==> config.mk <==
export PLATFORM = sky130hd
export DESIGN_NAME = pmsc_top
export DESIGN_NICKNAME = d
export VERILOG_FILES = /design/src/pmsc_pkg.sv /design/src/pmsc_fifo.sv /design/src/pmsc_top.sv
export SDC_FILE = /design/constraint.sdc
export NUM_CORES = 2
export LEC_CHECK = 0
export BUFFER_PORTS_ARGS = -buffer_cell sky130_fd_sc_hd__buf_2
export CAP_MARGIN = 30
export CELL_PAD_IN_SITES_DETAIL_PLACEMENT = 0
export CELL_PAD_IN_SITES_GLOBAL_PLACEMENT = 2
export CORE_UTILIZATION = 50
export CTS_CLUSTER_SIZE = 30
export DETAILED_ROUTE_END_ITERATION = 16
export GPL_TIMING_DRIVEN = 0
export PLACE_DENSITY_LB_ADDON = 0.2
export SLEW_MARGIN = 20
export SYNTH_ARGS = -nofsm -noshare
export SYNTH_HDL_FRONTEND = slang
export SYNTH_SLANG_ARGS = --single-unit
export TNS_END_PERCENT = 10
==> constraint.sdc <==
create_clock -name clk -period 10.2 [get_ports clk]
set_clock_uncertainty 0.05 [all_clocks]
set_input_delay 1.53 -clock clk [delete_from_list [all_inputs] [get_ports clk]]
set_output_delay 1.53 -clock clk [all_outputs]
set_load 0.03 [all_outputs]
==> src/pmsc_pkg.sv <==
// constants and shared types for the serial control sequencer
// What this block does
// - 48-bit shift register fed from serial input, msb arrives last.
// - test select low gives normal mode, control registers only.
// - after 48 bits parity shows on serial out; register load latches data only if parity is even.
// - normal mode feeds stored eeprom contents to configuration users.
// - test select high gives test mode with access to everything.
// - unchecked access loads registers without parity, shows shift data.
// - bits 47..45 select test operation 0 to 7.
// - ops 0,2,3,5 copy a source into shift register on test load.
// - captured protection states clear when power request rises.
// - ops 1 and 4 stage eeprom data; staged data then overrides.
// - op 6 writes user eeprom, op 7 writes trimming eeprom.
// - at power-up only boost runs; on ready it leaves wake-up for skip.
// - internal logic reset when ready is released, clearing status.
// - power request rise gives pwm; regulators wait 544 pwm pulses.
// - third channel starts first; its soft start done enables the rest.
// - falling edge of system power-down disables all channels at once.
// - controller-off channel stays off until on; off stops it at once.
// - without controller, all channels start with default register values.
// - boost stays in skip while power request is low.
// - backup-charge regulator held off about 30 us after ready.
// - usb regulator held off 1.03 ms after ready.
package pmsc_pkg;
  localparam int SR_W = 48;
  localparam int OP_HI = 47;
  localparam int OP_LO = 45;
  localparam logic [2:0] OP_RD_CTRL = 3'h0;
  localparam logic [2:0] OP_STG_USER = 3'h1;
  localparam logic [2:0] OP_RD_USER = 3'h2;
  localparam logic [2:0] OP_RD_PROT = 3'h3;
  localparam logic [2:0] OP_STG_TRIM = 3'h4;
  localparam logic [2:0] OP_RD_TRIM = 3'h5;
  localparam logic [2:0] OP_WR_USER = 3'h6;
  localparam logic [2:0] OP_WR_TRIM = 3'h7;
  localparam int CLK_MHZ = 100;
  localparam int BACKUP_DLY_NS = 30000;
  localparam int USB_DLY_NS = 1030000;
  localparam int BACKUP_DLY_CYC = BACKUP_DLY_NS * CLK_MHZ / 1000;
  localparam int USB_DLY_CYC = USB_DLY_NS * CLK_MHZ / 1000;
  localparam int PWM_HOLD_PULSES = 544;
  localparam int PWM_DIV_DEF = 200;
  localparam logic [47:0] CTRL_RESET = 48'hFFFF_FFFF_FFFF;
  typedef enum logic [2:0] {
    SEQ_WAKE, SEQ_SKIP, SEQ_HOLD, SEQ_SOFT3, SEQ_RUN
  } pmsc_seq_e;
endpackage : pmsc_pkg

==> src/pmsc_fifo.sv <==
// parameterised synchronous fifo with valid/ready on both sides
`timescale 1ns/1ps
module pmsc_fifo #(
  parameter int WIDTH = 48,
  parameter int DEPTH = 32
) (
  // clock and reset
  input wire logic clk,
  input wire logic rst,
  // write side
  input wire logic inValid,
  output logic inReady,
  input wire logic [WIDTH-1:0] inData,
  // read side
  output logic outValid,
  input wire logic outReady,
  output logic [WIDTH-1:0] outData
);
  localparam int AW = $clog2(DEPTH);
  logic [WIDTH-1:0] mem [DEPTH];
  logic [AW:0] wrPtr_q;
  logic [AW:0] rdPtr_q;
  logic full;
  logic empty;
  assign full = (wrPtr_q[AW] != rdPtr_q[AW]) &&
                (wrPtr_q[AW-1:0] == rdPtr_q[AW-1:0]);
  assign empty = wrPtr_q == rdPtr_q;
  assign inReady = !full;
  assign outValid = !empty;
  assign outData = mem[rdPtr_q[AW-1:0]];
  always_ff @(posedge clk) begin
    if (inValid && !full) begin
      mem[wrPtr_q[AW-1:0]] <= inData;
    end
  end
  always_ff @(posedge clk) begin
    if (rst) begin
      wrPtr_q <= '0;
      rdPtr_q <= '0;
    end else begin
      if (inValid && !full) begin
        wrPtr_q <= wrPtr_q + 1'b1;
      end
      if (outReady && !empty) begin
        rdPtr_q <= rdPtr_q + 1'b1;
      end
    end
  end
endmodule : pmsc_fifo

==> src/pmsc_top.sv <==
// serial control interface, test operations and power-up enable sequencer
`timescale 1ns/1ps
module pmsc_top
  import pmsc_pkg::*;
#(
  parameter int USB_DLY = USB_DLY_CYC,
  parameter int PWM_DIV = PWM_DIV_DEF,
  parameter int FIFO_DEPTH = 32
) (
  // clock and reset
  input wire logic clk,
  input wire logic rst,
  // serial pins (asynchronous)
  input wire logic serialIn,
  input wire logic shiftClk,
  input wire logic registerLoad,
  input wire logic testLoad,
  input wire logic testSelect,
  output logic serialOut,
  // power control pins (asynchronous)
  input wire logic ready,
  input wire logic hostPowerRequest,
  input wire logic softStartDone,
  input wire logic systemPowerDownSignal,
  input wire logic [47:0] protState,
  input wire logic [47:0] userRomStored,
  input wire logic [47:0] trimRomStored,
  // eeprom write and configuration outputs
  output logic userRomWrite,
  output logic trimRomWrite,
  output logic [47:0] romWriteData,
  output logic [47:0] userConfig,
  output logic [47:0] trimConfig,
  output logic [47:0] ctrlRegs,
  // sequencer outputs and parity fail flag
  output logic boostWake,
  output logic boostPwm,
  output logic regulatorGroupEnable,
  output logic thirdChannelEnable,
  output logic othersEnable,
  output logic backupChargeRegulatorEnable,
  output logic usbLinearRegulatorEnable,
  output logic parityFail
);
  // two-flop synchronisers for the nine single-bit pin inputs, one generate loop
  localparam int NS = 9;
  logic [NS-1:0] pinRaw;
  logic [NS-1:0] sync1_q;
  logic [NS-1:0] sync2_q;
  logic [NS-1:0] syncPrev_q;
  assign pinRaw = {serialIn, shiftClk, registerLoad, testLoad, testSelect,
                   ready, hostPowerRequest, softStartDone,
                   systemPowerDownSignal};
  genvar gi;
  for (gi = 0; gi < NS; gi++) begin : g_sync
    always_ff @(posedge clk) begin
      if (rst) begin
        sync1_q[gi] <= 1'b0;
        sync2_q[gi] <= 1'b0;
        syncPrev_q[gi] <= 1'b0;
      end else begin
        sync1_q[gi] <= pinRaw[gi];
        sync2_q[gi] <= sync1_q[gi];
        syncPrev_q[gi] <= sync2_q[gi];
      end
    end
  end
  logic sIn, sTest, sReady, sPwr, sSs3;
  logic shiftRise, ldRise, tldRise, tldLevel;
  logic readyRise, readyFall, pwrRise, pwrLow, sddFall;
  assign sIn = sync2_q[8];
  assign shiftRise = sync2_q[7] && !syncPrev_q[7];
  assign ldRise = sync2_q[6] && !syncPrev_q[6];
  assign tldRise = sync2_q[5] && !syncPrev_q[5];
  assign tldLevel = sync2_q[5];
  assign sTest = sync2_q[4];
  assign sReady = sync2_q[3];
  assign readyRise = sync2_q[3] && !syncPrev_q[3];
  assign readyFall = !sync2_q[3] && syncPrev_q[3];
  assign sPwr = sync2_q[2];
  assign pwrRise = sync2_q[2] && !syncPrev_q[2];
  assign pwrLow = !sPwr;
  assign sSs3 = sync2_q[1];
  assign sddFall = !sync2_q[0] && syncPrev_q[0];

  // internal logic reset pulse when ready is released
  logic logicRst;
  assign logicRst = rst || readyFall;

  // shift register and test operation decode
  logic [SR_W-1:0] shift_q;
  logic [2:0] op;
  logic parityOk;
  logic userStaged_q, trimStaged_q;
  logic [47:0] userStage_q, trimStage_q, protCap_q;
  assign op = shift_q[OP_HI:OP_LO];
  assign parityOk = sTest || !(^shift_q);
  // fifo decouples accepted frames from the control register writer
  logic fifoInReady, fifoOutValid;
  logic [47:0] fifoOutData;
  logic frameLoad;
  assign frameLoad = ldRise && parityOk && fifoInReady;
  pmsc_fifo #(.WIDTH(SR_W), .DEPTH(FIFO_DEPTH)) u_fifo (
    .clk(clk),
    .rst(logicRst),
    .inValid(frameLoad),
    .inReady(fifoInReady),
    .inData(shift_q),
    .outValid(fifoOutValid),
    .outReady(!tldLevel),
    .outData(fifoOutData)
  );
  always_ff @(posedge clk) begin
    if (rst) begin
      shift_q <= '0;
    end else if (sTest && tldRise && (op == OP_RD_CTRL)) begin
      shift_q <= ctrlRegs;
    end else if (sTest && tldRise && (op == OP_RD_USER)) begin
      shift_q <= userConfig;
    end else if (sTest && tldRise && (op == OP_RD_PROT)) begin
      shift_q <= protCap_q;
    end else if (sTest && tldRise && (op == OP_RD_TRIM)) begin
      shift_q <= trimConfig;
    end else if (shiftRise) begin
      shift_q <= {sIn, shift_q[SR_W-1:1]};
    end
  end
  // control registers: defaults serve the no-controller case
  always_ff @(posedge clk) begin
    if (logicRst) begin
      ctrlRegs <= CTRL_RESET;
    end else if (fifoOutValid && !tldLevel) begin
      ctrlRegs <= fifoOutData;
    end
  end
  // staging registers and eeprom write strobes
  always_ff @(posedge clk) begin
    if (rst || !sTest) begin
      userStaged_q <= 1'b0;
      trimStaged_q <= 1'b0;
      userStage_q <= '0;
      trimStage_q <= '0;
    end else if (tldRise && op == OP_STG_USER) begin
      userStaged_q <= 1'b1;
      userStage_q <= shift_q;
    end else if (tldRise && op == OP_STG_TRIM) begin
      trimStaged_q <= 1'b1;
      trimStage_q <= shift_q;
    end
  end
  // write lasts as long as test load is held
  always_ff @(posedge clk) begin
    if (rst) begin
      userRomWrite <= 1'b0;
      trimRomWrite <= 1'b0;
      romWriteData <= '0;
    end else begin
      userRomWrite <= sTest && tldLevel && op == OP_WR_USER;
      trimRomWrite <= sTest && tldLevel && op == OP_WR_TRIM;
      romWriteData <= (op == OP_WR_TRIM) ? trimStage_q : userStage_q;
    end
  end
  always_ff @(posedge clk) begin
    if (rst) begin
      userConfig <= '0;
      trimConfig <= '0;
    end else begin
      userConfig <= userStaged_q ? userStage_q : userRomStored;
      trimConfig <= trimStaged_q ? trimStage_q : trimRomStored;
    end
  end
  // protection flags come from another domain, so they pass two flops
  logic [47:0] protSync1_q, protSync2_q;
  always_ff @(posedge clk) begin
    if (rst) begin
      protSync1_q <= '0;
      protSync2_q <= '0;
    end else begin
      protSync1_q <= protState;
      protSync2_q <= protSync1_q;
    end
  end
  // protection capture: sticky; an event in the clear cycle is kept
  always_ff @(posedge clk) begin
    if (logicRst) begin
      protCap_q <= '0;
    end else if (pwrRise) begin
      protCap_q <= protSync2_q;
    end else begin
      protCap_q <= protCap_q | protSync2_q;
    end
  end
  // serial out: registered here, so no glitch despite caution
  always_ff @(posedge clk) begin
    if (rst) begin
      serialOut <= 1'b0;
      parityFail <= 1'b0;
    end else begin
      serialOut <= sTest ? shift_q[0] : parityOk;
      parityFail <= !parityOk;
    end
  end

  // pwm pulse divider and power-up sequencer
  localparam int DW = $clog2(PWM_DIV + 1);
  // the ready counter must reach the longer of the two regulator delays
  localparam int RC_MAX = (USB_DLY > BACKUP_DLY_CYC) ? USB_DLY :
                          BACKUP_DLY_CYC;
  localparam int UW = $clog2(RC_MAX + 1);
  logic [DW-1:0] div_q;
  logic pwmTick;
  logic [9:0] pulses_q;
  logic [UW-1:0] readyCnt_q;
  logic [2:0] chOff;
  pmsc_seq_e seq_q;
  assign pwmTick = div_q == DW'(PWM_DIV - 1);
  always_ff @(posedge clk) begin
    if (rst || pwmTick) begin
      div_q <= '0;
    end else begin
      div_q <= div_q + 1'b1;
    end
  end
  always_ff @(posedge clk) begin
    if (logicRst) begin
      seq_q <= SEQ_WAKE;
      pulses_q <= '0;
    end else begin
      case (seq_q)
        SEQ_WAKE: begin
          if (readyRise) begin
            seq_q <= SEQ_SKIP;
          end
        end
        SEQ_SKIP: begin
          pulses_q <= '0;
          if (pwrRise) begin
            seq_q <= SEQ_HOLD;
          end
        end
        SEQ_HOLD: begin
          if (pwrLow || sddFall) begin
            seq_q <= SEQ_SKIP;
          end else if (pulses_q == 10'(PWM_HOLD_PULSES)) begin
            seq_q <= SEQ_SOFT3;
          end else if (pwmTick) begin
            pulses_q <= pulses_q + 1'b1;
          end
        end
        SEQ_SOFT3: begin
          if (pwrLow || sddFall) begin
            seq_q <= SEQ_SKIP;
          end else if (sSs3) begin
            seq_q <= SEQ_RUN;
          end
        end
        SEQ_RUN: begin
          if (pwrLow || sddFall) begin
            seq_q <= SEQ_SKIP;
          end
        end
        default: seq_q <= SEQ_WAKE;
      endcase
    end
  end
  always_ff @(posedge clk) begin
    if (logicRst || !sReady) begin
      readyCnt_q <= '0;
    end else if (readyCnt_q != UW'(RC_MAX)) begin
      readyCnt_q <= readyCnt_q + 1'b1;
    end
  end
  // ctrlRegs bits 2..0 gate channel groups; a cleared bit stops at once
  assign chOff = ~ctrlRegs[2:0];
  always_ff @(posedge clk) begin
    if (rst) begin
      boostWake <= 1'b1;
      boostPwm <= 1'b0;
      regulatorGroupEnable <= 1'b0;
      thirdChannelEnable <= 1'b0;
      othersEnable <= 1'b0;
      backupChargeRegulatorEnable <= 1'b0;
      usbLinearRegulatorEnable <= 1'b0;
    end else begin
      boostWake <= seq_q == SEQ_WAKE;
      boostPwm <= seq_q != SEQ_WAKE && seq_q != SEQ_SKIP;
      regulatorGroupEnable <= seq_q != SEQ_WAKE;
      thirdChannelEnable <= (seq_q == SEQ_SOFT3 || seq_q == SEQ_RUN) &&
                            !chOff[0];
      othersEnable <= seq_q == SEQ_RUN && !chOff[1];
      backupChargeRegulatorEnable <= seq_q != SEQ_WAKE && !chOff[2] &&
        readyCnt_q >= UW'(BACKUP_DLY_CYC);
      usbLinearRegulatorEnable <= seq_q != SEQ_WAKE &&
        readyCnt_q >= UW'(USB_DLY);
    end
  end
endmodule : pmsc_top

[After elaboration in Yosys (flattened, before gate mapping)]
Memories as Yosys holds them, arrays and structs flattened. A register that Yosys moved wholly into a read port is not among the register bits.
Cells that the tools add are included.
W data, S select, Z words.
Storage, ports and cells
  register bits: 519
  memory bits (writable): 1536
  bits of input ports: 155
  output and inout port bits: 203
  logic and storage cells: 174
  memories: 1
Memories
  u_fifo.mem: words 32, bits a word 48, rd ports 1, clocked after Yosys merged registers in 1, write ports 1, line pmsc_fifo.sv:20  | logic [WIDTH-1:0] mem [DEPTH];
Cells by class
  $add $sub $neg: 5
  magnitude comparators: 2
  equal/unequal tests: 26
  muxes and demuxes: 24
  bitwise operators: 3
  reduce and logical (&&, ||, !) cells: 61
Operators with widths (count)
  $mux W48: 9
  $or A48 B48 Y48: 1
  $reduce_xor A48 Y1: 1
  $mux W10: 3
  $logic_and A1 B1 Y1: 28
  $mux W3: 7
  $pmux W10 S2: 1
  $add A17 B1 Y17 const B: 1
  $ge A17 B12 Y1 const B: 1
  $ge A17 B17 Y1 const B: 1
  $logic_not A1 Y1: 17
  $ne A17 B17 Y1 const B: 1
  $eq A3 B3 Y1 const B: 5
  $pmux W3 S5: 1
  $add A6 B1 Y6 const B: 2
  $eq A3 B2 Y1 const B: 4
  $ne A2 B2 Y1 const B: 6
  $add A10 B1 Y10 const B: 1
  $eq A10 B10 Y1 const B: 1
  $add A8 B1 Y8 const B: 1
  $eq A8 B8 Y1 const B: 1
  $logic_or A1 B1 Y1: 7
  $eq A3 B1 Y1 const B: 2
  $eq A6 B6 Y1: 1
  14 further kinds: 18

[Depth between registers and ports, before layout]
  depth after elaboration: 8
  depth in mapped cells: 10
  gate-level depth less buffers: 9

[Modules after synthesis]
From an unflattened synthesis, not the netlist that was laid out.
Second synthesis, totals
  cell total of the unflattened synthesis: 5822
  area, all modules: 81619.5 um^2
Modules (own cells, without submodules)
  pmsc_fifo: instances 1, cells an instance 3400, area an instance 60314.1 um^2, sequential area each 46464.6 um^2
  pmsc_top: instances 1, cells an instance 2422, area an instance 21305.4 um^2, sequential area each 11110.7 um^2

[Least setup slack after synthesis]
OpenSTA, ideal clock, no wires.
  path kind: register to register
  start: register shift_q[46]
  end: memory u_fifo.mem[23][0], enable pin
  setup time: 459 ps
  data arrival time: 4204 ps
  required time: 9691 ps
  setup slack: 5487 ps
  stages on the path, launching flop included: 9
  path buffers: 1
  clock period less this slack: 4713 ps
  path through: dfxtp_1 clkbuf_1 xor2_1 xnor2_1 xnor2_1 xnor2_1 xnor3_2 o211ai_2 nor2b_1
On the way
  cells in the longest elaborated chain, start to end: 8
RTL lines
  start: declaration: line pmsc_top.sv:91  | logic [SR_W-1:0] shift_q;
  start signal: assignment: line pmsc_top.sv:117  | shift_q <= ctrlRegs;
  start signal: assignment: line pmsc_top.sv:119  | shift_q <= userConfig;
  start signal: assignment: line pmsc_top.sv:121  | shift_q <= protCap_q;
  $reduce_xor A48 Y1: line pmsc_top.sv:97  | assign parityOk = sTest || !(^shift_q);
  $logic_not A1 Y1: line pmsc_top.sv:97
  $logic_or A1 B1 Y1: line pmsc_top.sv:97
  $logic_and A1 B1 Y1 (2 in series): line pmsc_top.sv:102  | assign frameLoad = ldRise && parityOk && fifoInReady;
  $logic_and A1 B1 Y1: line pmsc_fifo.sv:32  | if (inValid && !full) begin
  $mux W1: line pmsc_fifo.sv:32
  $mux W1 (not written as such): line pmsc_fifo.sv:33  | mem[wrPtr_q[AW-1:0]] <= inData;
  end: declaration: line pmsc_fifo.sv:20
Every way passes these cells.

[Final worst setup path]
  start: register u_fifo.rdPtr_q[1]
  end: register ctrlRegs[37] (read register of u_fifo.mem)
On the way
  cells in the longest elaborated chain, start to end: 3
RTL lines
  start: declaration: line pmsc_fifo.sv:22  | logic [AW:0] rdPtr_q;
  start signal: assignment: line pmsc_fifo.sv:45  | rdPtr_q <= rdPtr_q + 1'b1;
  $eq A6 B6 Y1: line pmsc_fifo.sv:27  | assign empty = wrPtr_q == rdPtr_q;
  $logic_not A1 Y1: line pmsc_fifo.sv:29  | assign outValid = !empty;
  $logic_and A1 B1 Y1: line pmsc_top.sv:132  | end else if (fifoOutValid && !tldLevel) begin
  end: declaration: line pmsc_top.sv:34  | output logic [47:0] ctrlRegs,
Several ways; a longest one is shown, not always the timed one.
A chain may end at the register's enable or synchronous reset.

==> results.cfg <==
[outcome]
outcome = finished clean

[logic_synthesis]
synth_edf_count = 1536
async_reset_ff_share_pct = 0
postSynthCellCount = 4796
post_synth.cell_area_avg_um2 = 16.6
synth_nets = 4961
ys.warnings.count = 0
ys.flop_type = edfxtp_1
syn_area_um2 = 79600
synth_seq_cells = 2103
synth.distinct_cells = 50
ys_seq_area_share_pct = 72.2

[cells_and_area]
area_growth_pct = 16.1
layout_common_cells = edfxtp_1, dfxtp_1, nand2_1
stdcell_count = 7700
final_common_cell = edfxtp_1
fillers = 12300
drive_above_1_share_pct = 25.7
fin_nets = 5614

[min_path]
hp-start = protSync1_q[32]$_SDFF_PP0_
hold_path_depth = 1
hold_end = protSync2_q[32]$_SDFF_PP0_
hold_path.class = reg -> reg

[power]
leakagePower_nw = 30.3
p_sw_share_pct = 25.2
switchingPower_w = 0.00490
comb_power_share_pct = 13.0
power.internal_w = 0.0146
clkPwrFrac_pct = 38.7
peakVddDrop_mv = 0.181
powerDensity_nw_per_um2 = 211
pwr-share-seq_pct = 48.3

[route]
drt-total-wl_um = 225000
dr.first_iter.drc_count = 4525
avgRoutedWirePerCell_um = 29.3
ant_nets = 0
drc = 0
vias = 44800
viasPerCell = 5.82
firstDrtPassIters = 5

[global_routing]
antenna_found_initial = 10
grt_pass1_vias = 45300
grt_remaining_overflow = 0
grt_use_total_pct = 28.0
grt_first_pass_wirelength_um = 321000
grt_max_degree = 38

[critical_path]
timing.rr.end = ctrlRegs[37]$_SDFFE_PP1P_
cpPeakStageDelay_ps = 920
crit_fanout = 10
ff2ff_setup_slack_ps = 5620
reg2reg_from = u_fifo.rdPtr_q[1]$_SDFFE_PP0P_
path_delay_family = buffers and inverters
worstSetupEndpointType = register
path_buf_inv = 4
crit_path_start_kind = register
cp_common_cell = buf_2
crit_chain = buf_2, clkbuf_2, buf_2, buf_1, mux4_2, mux2_2, o22ai_1, nor3_1, a211o_1
reg2reg_depth = 9
cp_data_required_time_ps = 10930
critPathSlowestCell = nor3_1
path_class = reg -> reg
cp_data_arrival_time_ps = 5320

[clocking]
clockRootBuffer = clkbuf_16
htree_levels = 4
post_cts_resized = 0
hold_buffers = 0
post_cts_buffers = 0
clock_sinks = 2103
cts_buffer_depth = 3
clk_pin_slew_ps = 60
cts_tree = built
insertion_delay_ps = 850
cts_made_buffers = 205

[die]
die-area_um2 = 161000
die_h_um = 401
core_area_um2 = 158000
placementRows = 146
ios = 358
initial_utilization_pct = 50.3
die_w_um = 401

[timing]
drv_slew = 0
setup_tns_ps = 0
max_clock_freq_ghz = 0.218
period_share_pct = 44.9
finalSetupViolCount = 0
grt_setup_unrepaired = false
post-route-min-period_ps = 4580
hold_viol = 0
slew_headroom_pct = 22.8
tightest_slew_ps = 1150

[placed_design]
dp_hpwl_um = 160000
dp_cells = 7306
port_buffers = 356
gp_congestion = 0.846

[job]
drv_cap = 0
-- how the worst max path moves through the flow --
stage | slack (ps) | cells past startpoint | end | startpoint
6_report | 5620 | 9 | ctrlRegs[37]$_SDFFE_PP1P_ | u_fifo.rdPtr_q[1]$_SDFFE_PP0P_
5_1_grt | 5490 | 9 | ctrlRegs[36]$_SDFFE_PP1P_ | u_fifo.rdPtr_q[1]$_SDFFE_PP0P_
4_1_cts | 5650 | 9 | ctrlRegs[37]$_SDFFE_PP1P_ | u_fifo.rdPtr_q[1]$_SDFFE_PP0P_
3_5_place_dp | 5350 | 5 | boostPwm$_SDFF_PP0_ | rst
3_3_place_gp | 1320 | 7 | u_fifo.mem[11][33]$_DFFE_PP_ | shift_q[30]$_SDFFE_PP0P_
2_1_floorplan | 5490 | 8 | u_fifo.mem[23][0]$_DFFE_PP_ | shift_q[46]$_SDFFE_PP0P_
-- per-layer routing --
| layer | track usage (%) | vias to the layer above | part of all wire [%] |
|---|---|---|---|
| li1 | - | 19700 | - |
| met1 | 38.4 | 23200 | 42 |
| met2 | 46.4 | 1645 | 49 |
| met3 | 4.66 | 296 | 6.8 |
| met4 | 7.98 | 2 | 2.6 |
| met5 | 0 | - | 0.0058 |
-- state kept, by name, indices dropped and copies added (netlist names), 6 cells and up --
name	flops
shift_q	48
sync1_q	9
trimStage_q	48
protSync2_q	48
u_fifo.wrPtr_q	6
u_fifo.mem	1536
ctrlRegs	48
romWriteData	48
protSync1_q	48
userConfig	48
protCap_q	48
readyCnt_q	17
u_fifo.rdPtr_q	6
userStage_q	48
div_q	8
trimConfig	48
pulses_q	10
syncPrev_q	6
-- per-stage QoR --
stage               power (W)  instance area, um2  setup WS (ps)  utilization [%]  hold slack, ps
CTS                    0.0196               92400           5650             58.4             385
global placement       0.0121               84000           1320             53.1             369
floorplan              0.0112               79600           5490                -             362
global route           0.0200               92400           5490             58.4             396
finish                 0.0195               92400           5620             58.4             382
detailed placement     0.0121               85700           5350             54.2             374
-- area by class of cell --
type	count	area [um2]	share of cell area, %
timing repair buffer	446	3320	3.59
multi-input combinational	2372	21000	22.7
inverter	14	52.6	0.0568
clock buffer	267	5550	6.00
antenna	4	10.0	0.0108
buffer	307	1240	1.34
clock inverter	115	1150	1.24
tap	2072	2590	2.80
sequential	2103	57500	62.2
-- Yosys cell counts (49+ instances only) --
| cell type | n | area share [%] |
|---|---|---|
| edfxtp_1 | 1536 | 58 |
| dfxtp_1 | 567 | 14 |
| nand2_1 | 431 | 2.0 |
| mux4_2 | 384 | 11 |
| a21oi_1 | 292 | 1.8 |
| nor2_1 | 266 | 1.3 |
| clkbuf_1 | 216 | 1.0 |
| mux2_2 | 193 | 2.7 |
| mux2i_1 | 145 | 1.8 |
| nor2b_1 | 131 | 1.0 |
| o22ai_1 | 96 | 0.75 |
| xnor2_1 | 60 | 0.66 |
| nor3_1 | 56 | 0.35 |
| o21ai_0 | 51 | 0.32 |
| a31oi_1 | 49 | 0.39 |
-- worst register-to-register path: stages (launching register included) --
cell and delay (ps):
dfxtp_1 350, buf_2 410, clkbuf_2 550, buf_2 640, buf_1 760, mux4_2 370, mux2_2 180, o22ai_1 120
nor3_1 920, a211o_1 190
-- power groups by stage --
stage,sequential [W],combinational [W],clock [W]
6_report,0.00940,0.00254,0.00753
5_1_grt,0.00940,0.00269,0.00794
4_1_cts,0.00940,0.00255,0.00762
3_5_place_dp,0.00958,0.00255,0
3_3_place_gp,0.00958,0.00249,0
2_1_floorplan,0.00966,0.00152,0
-- kinds of logic (layout without fill, tap and decap cells) --
group	Yosys count	in the layout	share of synthesized area, %
other	0	4	0
buffers and inverters	321	1149	1.61
flip-flops	2103	2103	72.2
XOR/XNOR	93	93	1.05
AO/OA/AOI/OAI	555	555	4.02
adder cells (fa/ha/maj)	10	10	0.157
multiplexers	722	722	15.4
AND/OR/NAND/NOR	992	992	5.53
No activity file was read; power rests on OpenSTA's default activity.
